`src/design/wdu_pkg.sv`:
```
// Purpose: shared constants and types for the watchdog unit
// Assumes: 32-bit AXI4-Lite register access, one aligned word per register
// Notes:   offsets of the four registers are local choices
package wdu_pkg;
	// register byte offsets
	localparam logic [3:0] WDU_OFS_CLOCK_CONFIG = 4'h0;
	localparam logic [3:0] WDU_OFS_CONTROL      = 4'h4;
	localparam logic [3:0] WDU_OFS_COMPARE      = 4'h8;
	localparam logic [3:0] WDU_OFS_PROTECTION   = 4'hc;
	// clock config field positions
	localparam int WDU_CLK_SRC_LSB   = 0;
	localparam int WDU_CLK_DIV_LSB   = 4;
	localparam int WDU_CLK_DEBUG_RUN_BIT = 8;
	// control field positions
	localparam int WDU_CTL_RUN_LSB   = 0;
	localparam int WDU_CTL_CLEAR_BIT = 4;
	localparam int WDU_CTL_STAT_BIT  = 8;
	localparam int WDU_CTL_MODE_LSB  = 9;
	// key values and reset values
	localparam logic [15:0] WDU_PROT_KEY      = 16'h0096;
	localparam logic [3:0]  WDU_RUN_STOP      = 4'ha;
	localparam logic [3:0]  WDU_RUN_READ_RUN  = 4'h0;
	localparam logic [9:0]  WDU_CMP_RESET     = 10'h3ff;
	localparam logic [1:0]  WDU_MODE_RESET    = 2'h0;
	localparam logic [1:0]  WDU_MODE_NMI      = 2'h1;
	localparam logic [1:0]  WDU_MODE_ESCALATE = 2'h2;
	// clock sources
	localparam logic [1:0]  WDU_SRC_INTERNAL_OSCILLATOR_INT  = 2'h0;
	localparam logic [1:0]  WDU_SRC_LS_XTAL   = 2'h1;
	localparam logic [1:0]  WDU_SRC_HS_OSC    = 2'h2;
	localparam logic [1:0]  WDU_SRC_EXT_IN    = 2'h3;
	// divider terminal counts (ratio minus one)
	localparam logic [13:0] WDU_DIV_BASE_M1   = 14'h07ff; // 1/2048
	localparam logic [13:0] WDU_DIV_LS_M1     = 14'h007f; // 1/128
	// sources fitted on this part; an unfitted source cannot be chosen
	localparam logic [3:0]  WDU_SRC_FITTED    = 4'hf;
	// axi responses
	localparam logic [1:0]  WDU_RESP_OKAY     = 2'h0;
	localparam logic [1:0]  WDU_RESP_SLVERR   = 2'h2;
endpackage : wdu_pkg

```
`src/design/wdu_divider.sv`:
```
// Purpose: divides one source tick stream to a counter tick pulse
// Assumes: src_tick is a one-cycle pulse per source clock edge
// Notes:   terminal count may change any time; counter restarts when past it
`timescale 1ns/10ps
`default_nettype none
module wdu_divider
	import wdu_pkg::*;
(
	input  wire logic        aclk,
	input  wire logic        aresetn,
	input  wire logic        src_tick,
	input  wire logic        enable,
	input  wire logic [13:0] term_m1,
	output var  logic        div_tick
);
	// all divider state in one struct
	typedef struct packed {
		logic [13:0] cnt; // source edges seen
		logic        tick; // registered output pulse
	} wdu_div_state_t;

	wdu_div_state_t st_reg;
	wdu_div_state_t st_next;

	// count source ticks; gated off keeps the phase held
	always_comb
	begin
		st_next      = st_reg;
		st_next.tick = 1'b0;
		if (enable && src_tick)
		begin
			if (st_reg.cnt >= term_m1)
			begin
				st_next.cnt  = 14'h0000;
				st_next.tick = 1'b1;
			end
			else
			begin
				st_next.cnt = st_reg.cnt + 14'h0001;
			end
		end
	end

	// state register
	always_ff @(posedge aclk)
	begin
		if (!aresetn)
			st_reg <= '0;
		else
			st_reg <= st_next;
	end

	assign div_tick = st_reg.tick;
endmodule // wdu_divider
`default_nettype wire

```
`src/design/wdu_counter.sv`:
```
// Purpose: 10-bit timeout counter with compare match
// Assumes: tick is the divided counter clock enable
// Notes:   clear has priority over counting
`timescale 1ns/10ps
`default_nettype none
module wdu_counter
	import wdu_pkg::*;
(
	input  wire logic       aclk,
	input  wire logic       aresetn,
	input  wire logic       tick,
	input  wire logic       clear,
	input  wire logic [9:0] cmp,
	output var  logic [9:0] count,
	output var  logic       match
);
	// counter state
	typedef struct packed {
		logic [9:0] cnt;
		logic       match;
	} wdu_cnt_state_t;

	wdu_cnt_state_t st_reg;
	wdu_cnt_state_t st_next;

	// a match restarts at zero, giving cmp+1 ticks per period
	always_comb
	begin
		st_next       = st_reg;
		st_next.match = 1'b0;
		if (clear)
			st_next.cnt = 10'h000;
		else if (tick)
		begin
			if (st_reg.cnt == cmp)
			begin
				st_next.cnt   = 10'h000;
				st_next.match = 1'b1;
			end
			else
				st_next.cnt = st_reg.cnt + 10'h001;
		end
	end

	// state register
	always_ff @(posedge aclk)
	begin
		if (!aresetn)
			st_reg <= '0;
		else
			st_reg <= st_next;
	end

	assign count = st_reg.cnt;
	assign match = st_reg.match;

	a_match_wraps : assert property (@(posedge aclk) disable iff (!aresetn)
		match |-> count == 10'h000) else $error("counter not zero after match");
	a_hold_idle : assert property (@(posedge aclk) disable iff (!aresetn)
		!tick && !clear |=> count == $past(count)) else $error("counter moved");
endmodule // wdu_counter
`default_nettype wire

```
`src/design/wdu_top.sv`:
```
// Purpose: watchdog unit with nmi/reset output and AXI4-Lite registers
// Assumes: source tick inputs are one-cycle pulses synchronous to aclk
// Notes:   protected fields write only while the protection key is open
//
// Overview of operation
// - compare match issues nmi or reset per mode
// - match clears counter, counting continues
// - nmi sets interrupt status flag
// - status flag bit 8, read only
// - counter clear write resets counter and flag
// - after clear, full period restarts from zero; only the counter clears, the divider keeps its phase
// - mode 0 reset, 1 nmi, 3 reserved
// - mode 2 nmi, then reset if flag set
// - run field 0xa stops the watchdog
// - key 0x0096 opens protected fields
// - clock source select, unsupported not selectable
// - division 2048..16384, crystal 128, external 1
// - debug run bit gates clock in debug
// - counting continues during cpu halt
// - sleep counts only while source runs
// - other run values start; reads 0x0 or 0xa
// - compare resets to 0x3ff, compared continuously
// - period equals compare plus one ticks
//
// The register offsets and register access over AXI4-Lite were left to the implementer.
`timescale 1ns/10ps
`default_nettype none
module wdu_top
	import wdu_pkg::*;
(
	input  wire logic        aclk,
	input  wire logic        aresetn,
	// axi4-lite slave
	input  wire logic [3:0]  s_axi_awaddr,
	input  wire logic        s_axi_awvalid,
	output var  logic        s_axi_awready,
	input  wire logic [31:0] s_axi_wdata,
	input  wire logic [3:0]  s_axi_wstrb,
	input  wire logic        s_axi_wvalid,
	output var  logic        s_axi_wready,
	output var  logic [1:0]  s_axi_bresp,
	output var  logic        s_axi_bvalid,
	input  wire logic        s_axi_bready,
	input  wire logic [3:0]  s_axi_araddr,
	input  wire logic        s_axi_arvalid,
	output var  logic        s_axi_arready,
	output var  logic [31:0] s_axi_rdata,
	output var  logic [1:0]  s_axi_rresp,
	output var  logic        s_axi_rvalid,
	input  wire logic        s_axi_rready,
	// source clock ticks, one pulse per source edge
	input  wire logic        internal_oscillator_tick,
	input  wire logic        low_speed_crystal_tick,
	input  wire logic        high_speed_oscillator_tick,
	input  wire logic        external_clock_input_tick,
	// cpu state
	input  wire logic        cpu_debug_mode,
	// events out
	output var  logic        nmi_pulse,
	output var  logic        system_reset_pulse
);
	// complete block state
	typedef struct packed {
		logic        aw_held;   // write address captured
		logic [3:0]  aw_addr;
		logic        w_held;    // write data captured
		logic [31:0] w_data;
		logic [3:0]  w_strb;
		logic        bvalid;
		logic [1:0]  bresp;
		logic        rvalid;
		logic [31:0] rdata;
		logic [1:0]  rresp;
		logic        unlocked;  // protection key open
		logic        debug_run;
		logic [1:0]  div_sel;
		logic [1:0]  src_sel;
		logic [1:0]  mode;
		logic        stat_flag; // interrupt status flag
		logic        running;
		logic [9:0]  cmp;
		logic        nmi;
		logic        rst;
	} wdu_state_t;

	wdu_state_t st_reg;
	wdu_state_t st_next;

	logic        src_tick;   // tick of the chosen source
	logic [13:0] term_m1;    // divider terminal count
	logic        div_en;     // divider gate
	logic        cnt_tick;   // counter clock enable
	logic        cnt_clear;  // software counter clear
	logic        cnt_match;  // compare match pulse
	logic [9:0]  cnt_value;  // live counter value
	logic        wr_fire;    // both write halves present
	logic        prot_ok;    // protected write permitted
	logic [31:0] wval;       // write data masked by strobes

	// pick the source tick; sleep stop shows as missing ticks
	always_comb
	begin
		unique case (st_reg.src_sel)
			WDU_SRC_INTERNAL_OSCILLATOR_INT: src_tick = internal_oscillator_tick;
			WDU_SRC_LS_XTAL:  src_tick = low_speed_crystal_tick;
			WDU_SRC_HS_OSC:   src_tick = high_speed_oscillator_tick;
			WDU_SRC_EXT_IN:   src_tick = external_clock_input_tick;
		endcase
	end

	// ratio table; oscillators double per select step
	always_comb
	begin
		unique case (st_reg.src_sel)
			WDU_SRC_LS_XTAL: term_m1 = WDU_DIV_LS_M1;
			WDU_SRC_EXT_IN:  term_m1 = 14'h0000;
			default:         term_m1 = 14'((15'(WDU_DIV_BASE_M1) + 15'h1) << st_reg.div_sel) - 14'h1;
		endcase
	end

	// halt needs no input: halt never gates the count
	assign div_en = st_reg.running && (st_reg.debug_run || !cpu_debug_mode);

	wdu_divider u_divider (
		.aclk     (aclk),
		.aresetn  (aresetn),
		.src_tick (src_tick),
		.enable   (div_en),
		.term_m1  (term_m1),
		.div_tick (cnt_tick)
	);

	wdu_counter u_counter (
		.aclk    (aclk),
		.aresetn (aresetn),
		.tick    (cnt_tick),
		.clear   (cnt_clear),
		.cmp     (st_reg.cmp),
		.count   (cnt_value),
		.match   (cnt_match)
	);

	assign wr_fire = st_reg.aw_held && st_reg.w_held && !st_reg.bvalid;
	assign prot_ok = st_reg.unlocked;
	assign wval    = st_reg.w_data & {{8{st_reg.w_strb[3]}}, {8{st_reg.w_strb[2]}},
		{8{st_reg.w_strb[1]}}, {8{st_reg.w_strb[0]}}};
	assign cnt_clear = wr_fire && prot_ok && st_reg.aw_addr == WDU_OFS_CONTROL
		&& st_reg.w_strb[0] && st_reg.w_data[WDU_CTL_CLEAR_BIT];

	// bus, registers and match response
	always_comb
	begin
		st_next     = st_reg;
		st_next.nmi = 1'b0;
		st_next.rst = 1'b0;
		// capture address and data in either order
		if (s_axi_awvalid && !st_reg.aw_held)
		begin
			st_next.aw_held = 1'b1;
			st_next.aw_addr = s_axi_awaddr;
		end
		if (s_axi_wvalid && !st_reg.w_held)
		begin
			st_next.w_held = 1'b1;
			st_next.w_data = s_axi_wdata;
			st_next.w_strb = s_axi_wstrb;
		end
		// response once both halves are held
		if (wr_fire)
		begin
			st_next.aw_held = 1'b0;
			st_next.w_held  = 1'b0;
			st_next.bvalid  = 1'b1;
			st_next.bresp   = WDU_RESP_OKAY;
			unique case (st_reg.aw_addr)
				WDU_OFS_PROTECTION:
				begin
					if (st_reg.w_strb[1:0] == 2'h3)
						st_next.unlocked = st_reg.w_data[15:0] == WDU_PROT_KEY;
				end
				WDU_OFS_CLOCK_CONFIG:
				begin
					if (prot_ok)
					begin
						if (st_reg.w_strb[1])
							st_next.debug_run = st_reg.w_data[WDU_CLK_DEBUG_RUN_BIT];
						if (st_reg.w_strb[0])
						begin
							st_next.div_sel = st_reg.w_data[WDU_CLK_DIV_LSB +: 2];
							// an unfitted source keeps the old choice
							if (WDU_SRC_FITTED[st_reg.w_data[WDU_CLK_SRC_LSB +: 2]])
								st_next.src_sel = st_reg.w_data[WDU_CLK_SRC_LSB +: 2];
						end
					end
				end
				WDU_OFS_CONTROL:
				begin
					if (prot_ok)
					begin
						if (st_reg.w_strb[1])
							st_next.mode = st_reg.w_data[WDU_CTL_MODE_LSB +: 2];
						if (st_reg.w_strb[0])
							st_next.running = st_reg.w_data[3:0] != WDU_RUN_STOP;
						if (cnt_clear)
							st_next.stat_flag = 1'b0;
					end
				end
				WDU_OFS_COMPARE:
				begin
					if (prot_ok)
					begin
						if (st_reg.w_strb[0])
							st_next.cmp[7:0] = wval[7:0];
						if (st_reg.w_strb[1])
							st_next.cmp[9:8] = wval[9:8];
					end
				end
				default:
					st_next.bresp = WDU_RESP_SLVERR;
			endcase
		end
		if (st_reg.bvalid && s_axi_bready)
			st_next.bvalid = 1'b0;
		// read path: one read in flight
		if (s_axi_arvalid && !st_reg.rvalid)
		begin
			st_next.rvalid = 1'b1;
			st_next.rresp  = WDU_RESP_OKAY;
			st_next.rdata  = 32'h00000000;
			unique case (s_axi_araddr)
				WDU_OFS_CLOCK_CONFIG:
				begin
					st_next.rdata[WDU_CLK_DEBUG_RUN_BIT]        = st_reg.debug_run;
					st_next.rdata[WDU_CLK_DIV_LSB +: 2]     = st_reg.div_sel;
					st_next.rdata[WDU_CLK_SRC_LSB +: 2]     = st_reg.src_sel;
				end
				WDU_OFS_CONTROL:
				begin
					st_next.rdata[WDU_CTL_MODE_LSB +: 2]    = st_reg.mode;
					st_next.rdata[WDU_CTL_STAT_BIT]         = st_reg.stat_flag;
					// clear bit always reads zero
					st_next.rdata[WDU_CTL_RUN_LSB +: 4]     =
						st_reg.running ? WDU_RUN_READ_RUN : WDU_RUN_STOP;
				end
				WDU_OFS_COMPARE:
					st_next.rdata[9:0] = st_reg.cmp;
				WDU_OFS_PROTECTION:
					st_next.rdata[0] = st_reg.unlocked;
				default:
					st_next.rresp = WDU_RESP_SLVERR;
			endcase
		end
		if (st_reg.rvalid && s_axi_rready)
			st_next.rvalid = 1'b0;
		// match action; the event beats a same-cycle clear
		if (cnt_match)
		begin
			unique case (st_reg.mode)
				WDU_MODE_RESET:
					st_next.rst = 1'b1;
				WDU_MODE_NMI:
				begin
					st_next.nmi       = 1'b1;
					st_next.stat_flag = 1'b1;
				end
				WDU_MODE_ESCALATE:
				begin
					if (st_reg.stat_flag)
						st_next.rst = 1'b1;
					else
					begin
						st_next.nmi       = 1'b1;
						st_next.stat_flag = 1'b1;
					end
				end
				default:
				begin
					// reserved mode takes no action
				end
			endcase
		end
	end

	// state register; system reset restores documented values
	always_ff @(posedge aclk)
	begin
		if (!aresetn)
		begin
			st_reg     <= '0;
			st_reg.cmp <= WDU_CMP_RESET;
		end
		else
			st_reg <= st_next;
	end

	assign s_axi_awready      = !st_reg.aw_held;
	assign s_axi_wready       = !st_reg.w_held;
	assign s_axi_bvalid       = st_reg.bvalid;
	assign s_axi_bresp        = st_reg.bresp;
	assign s_axi_arready      = !st_reg.rvalid;
	assign s_axi_rvalid       = st_reg.rvalid;
	assign s_axi_rdata        = st_reg.rdata;
	assign s_axi_rresp        = st_reg.rresp;
	assign nmi_pulse          = st_reg.nmi;
	assign system_reset_pulse = st_reg.rst;

	a_nmi_sets_flag : assert property (@(posedge aclk) disable iff (!aresetn)
		nmi_pulse |-> st_reg.stat_flag) else $error("nmi without flag");
	a_reset_mode : assert property (@(posedge aclk) disable iff (!aresetn)
		cnt_match && st_reg.mode == WDU_MODE_RESET |=> system_reset_pulse && !nmi_pulse)
		else $error("reset mode missed reset");
	a_escalate : assert property (@(posedge aclk) disable iff (!aresetn)
		cnt_match && st_reg.mode == WDU_MODE_ESCALATE && st_reg.stat_flag
		|=> system_reset_pulse) else $error("no escalation");
	a_reserved_quiet : assert property (@(posedge aclk) disable iff (!aresetn)
		st_reg.mode == 2'h3 && cnt_match |=> !nmi_pulse && !system_reset_pulse)
		else $error("reserved mode acted");
	a_locked_stop : assert property (@(posedge aclk) disable iff (!aresetn)
		wr_fire && !prot_ok |=> st_reg.running == $past(st_reg.running))
		else $error("locked write changed run");
	a_stop_no_tick : assert property (@(posedge aclk) disable iff (!aresetn)
		!st_reg.running ##1 !st_reg.running |-> !cnt_tick)
		else $error("tick while stopped");
	// checks the divider output itself, not the gate expression feeding it
	a_debug_gate : assert property (@(posedge aclk) disable iff (!aresetn)
		cpu_debug_mode && !st_reg.debug_run ##1 cpu_debug_mode && !st_reg.debug_run
		|-> !cnt_tick) else $error("tick while debug gated");
	a_clear_flag : assert property (@(posedge aclk) disable iff (!aresetn)
		cnt_clear && !cnt_match |=> !st_reg.stat_flag && cnt_value == 10'h000)
		else $error("clear kept flag");
	c_nmi : cover property (@(posedge aclk) nmi_pulse);
	c_reset : cover property (@(posedge aclk) system_reset_pulse);
	c_escalate : cover property (@(posedge aclk) nmi_pulse ##[1:1000] system_reset_pulse);
endmodule // wdu_top
`default_nettype wire

```
`config.mk`:
```
export PLATFORM = sky130hd
export DESIGN_NAME = wdu_top
export DESIGN_NICKNAME = d
export VERILOG_FILES = /design/src/design/wdu_pkg.sv /design/src/design/wdu_divider.sv /design/src/design/wdu_counter.sv /design/src/design/wdu_top.sv
export SDC_FILE = /design/constraint.sdc
export NUM_CORES = 1
export LEC_CHECK = 0
export ABC_CLOCK_PERIOD_IN_PS = 5000
export BUFFER_PORTS_ARGS = -buffer_cell sky130_fd_sc_hd__buf_2
export CAP_MARGIN = 15
export CORE_MARGIN = 2
export CORE_UTILIZATION = 40
export CTS_BUF_LIST = sky130_fd_sc_hd__clkbuf_2
export CTS_CLUSTER_SIZE = 28
export DETAILED_ROUTE_END_ITERATION = 6
export GPL_ROUTABILITY_DRIVEN = 0
export PLACE_DENSITY = 0.59
export SETUP_SLACK_MARGIN = 0.02
export SYNTH_ARGS = -nofsm -noshare
export SYNTH_HDL_FRONTEND = slang
export SYNTH_SLANG_ARGS = --single-unit
export TNS_END_PERCENT = 50
```
`constraint.sdc`:
```
create_clock -name aclk -period 5 [get_ports aclk]
set_input_delay 0.75 -clock aclk [delete_from_list [all_inputs] [get_ports aclk]]
set_output_delay 0.75 -clock aclk [all_outputs]
set_load 0.02 [all_outputs]
```
==> flow_summary.toml <==
[run_status]
outcome = "completed"

[sta]
worstMarginPinSlew_ns = 1.052
finClkSkew_ns = 0.02337
max_freq_mhz = 400.1
setup_viol = 0
fin_tns_setup_ns = 0
hold_viol_final = 0
slew_headroom_pct = 29.71
drv_slew = 0
setup_ws_ns = 2.501
rsz0062_at_grt = "false"
period_share_pct = 49.99
final.min_clock_period_ns = 2.499

[floorplan]
die-area_um2 = 11980
die_w_um = 109.5
fp-row-count = 38
die_h_um = 109.5
core_area_um2 = 10840
initial_core_util_pct = 41.03
ioPinCount = 99

[worst_setup_path]
cp.arrival_ns = 3.00
cp_max_fo = 14
end_kind = "register"
cpMaxStageDelayCell = "dfxtp_1"
path_cells = "nand2_1 > inv_1 > ha_1 > nand4_1 > o21ai_0 > a211oi_1 > o211ai_4 > a21oi_1"
path_buf_inv = 1
cp-start-kind = "register"
critPathMaxStageDelay_ns = 0.65
crit_type = "reg2reg"
cp_data_required_time_ns = 5.50
cpLargestDelayFamily = "compound AO/OA/AOI/OAI gates"

[synth]
synthArstFlopShare_pct = 0
ys_top_cells_by_area = "dfxtp_1 39%, nand2_1 6.8%, buf_4 6.1%"
synthFlopType = "dfxtp_1"
synthCells = 507
synth_edf_count = 0
yosys_warnings = 0
syn_area_um2 = 4448
ys_types = 46
synth_top_cell_by_area = "dfxtp_1"
synth_seq_area_share_pct = 39.16
ys_ff_latch = 87
yosysTopAreaCellShare_pct = 39.16
synth_area_per_cell_um2 = 8.773

[detailed_routing]
dr.pass1.iters = 4
via_per_inst = 4.923
ant_nets = 0
totalWireLength_mm = 9.140
wire_per_inst_um = 13.30
vias = 3382
drt_iter0_markers = 93
route.detailed.drc = 0

[global_route]
grt_usage_pct = 16.27
overflow = 0
antenna_found_initial = 0
grt_max_degree = 64
grt_pass1_wl_mm = 15.30
first_global_vias = 3229

[layout]
nNetsFinal = 617
largest_reg_flops = 43
nFillCells = 1086
diodes = 0
area_growth_pct = 7.454
drive_above_1_share_pct = 14.26

[clocking]
cts_max_path_buffers = 2
cts-root-buf = "clkbuf_2"
post_cts_buffers = 0
clk_latency_ns = 0.55
cts.sinks = 87
cts-resized-gates = 0
numCtsBuffers = 9
cts_tree = "built"
cts-htree-levels = 3
cts_hold_buf = 0
cts.clk_slew.worst_paths_ns = 0.25

[place]
hpwl_mm = 6.869
numPortBuffers = 57
post-place-ws_ns = 2.501

[power]
p_leak_nw = 1.990
power_density_nw_per_um2 = 265.2
vdd.ir_drop.worst_uv = 120.0

[min_path]
hold_path_class = "in2reg"

[flow_run]
drv_cap = 0
[cell type report]
| cell class | instances | area [µm²] | share of cell area [%] |
|---|---|---|---|
| repair buffers | 57 | 285.3 | 5.969 |
| clock buffers | 9 | 45.04 | 0.9424 |
| flip-flops and latches | 87 | 1742 | 36.44 |
| clock inverters | 7 | 102.6 | 2.147 |
| inverters | 12 | 45.04 | 0.9424 |
| well taps | 140 | 175.2 | 3.665 |
| multi-input cells | 375 | 2385 | 49.90 |
[final timing paths]
check / from / end / slack, ns / cells after the start
worst max-delay path: st_reg[16] / u_divider.st_reg[2] / 2.50 / 8
worst min-delay path: s_axi_awvalid / st_reg[101] / 0.41 / 3
worst max register to register: st_reg[16] / u_divider.st_reg[2] / 2.50 / 8
worst min register to register: st_reg[77] / st_reg[77] / 0.49 / 2
[synthesized netlist by cell type (5+ instances only)]
| cell type | number |
|---|---|
| xnor2_1 | 24 |
| nor3_1 | 11 |
| and3_1 | 7 |
| a21boi_0 | 19 |
| clkbuf_1 | 15 |
| a22oi_1 | 8 |
| mux2i_1 | 27 |
| nand3_1 | 8 |
| nor2b_1 | 27 |
| dfxtp_1 | 87 |
| nand2b_1 | 5 |
| xor2_1 | 8 |
| inv_1 | 12 |
| o21ai_0 | 8 |
| ha_1 | 19 |
| a21oi_1 | 12 |
| nand2_1 | 81 |
| nand4_1 | 13 |
| buf_4 | 36 |
| nor2_1 | 41 |
[metrics by stage]
stage | total power [mW] | hold slack (ns) | cell area [µm²] | cells | utilization, %
finish | 1.267 | 0.4127 | 4780 | 687 | 44.09
detailed placement | 0.8443 | 0.4551 | 4632 | 671 | 42.73
CTS | 1.282 | 0.3668 | 4780 | 687 | 44.09
floorplan | 0.8267 | 0.4380 | 4531 | 529 | -
global route | 1.325 | 0.3418 | 4780 | 687 | 44.09
global placement | 0.8412 | 0.4547 | 4632 | 671 | 42.73
[tightest hold or removal path, delay by kind of cell]
kind,cells,cell delay (ns)
buffers and inverters,1,0.09
and+or+nand+nor,2,0.09
[cell usage in the layout (no fill, tap or decap), drive strengths merged, types with 19 or more instances in the layout]
cell type | Yosys | layout
ha | 19 | 19
nor2b | 27 | 27
nor2 | 41 | 41
dfxtp | 87 | 87
buf | 40 | 57
mux2i | 27 | 27
xnor2 | 24 | 24
nand2 | 81 | 81
conb | 1 | 23
a21boi | 19 | 19
[where the power goes]
part | internal, mW | switching [mW] | total (mW)
combinational | 0.0374 | 0.0677 | 0.105
clock | 0.172 | 0.265 | 0.437
sequential | 0.711 | 0.0140 | 0.725
total | 0.920 | 0.347 | 1.27
[logic make-up after synthesis]
family | share of synthesized area [%]
xor+xnor | 6.301
other cells | 0.08431
buf+inv | 9.086
fa+ha+maj | 5.345
compound gates | 10.07
simple gates | 23.38
mux | 6.582
flops | 39.16
[routing by layer]
layer | part of all wire (%) | routed length, µm | global-route usage [%] | vias up
met3 | 4.4 | 401 | 2.608 | 14
met2 | 43 | 3962 | 26.01 | 90
met1 | 51 | 4617 | 21.86 | 1549
li1 | - | - | - | 1729
met4 | 1.7 | 159 | 6.600 | 0
met5 | 0 | 0 | 0 | -
(Power assumes the default switching activity.)
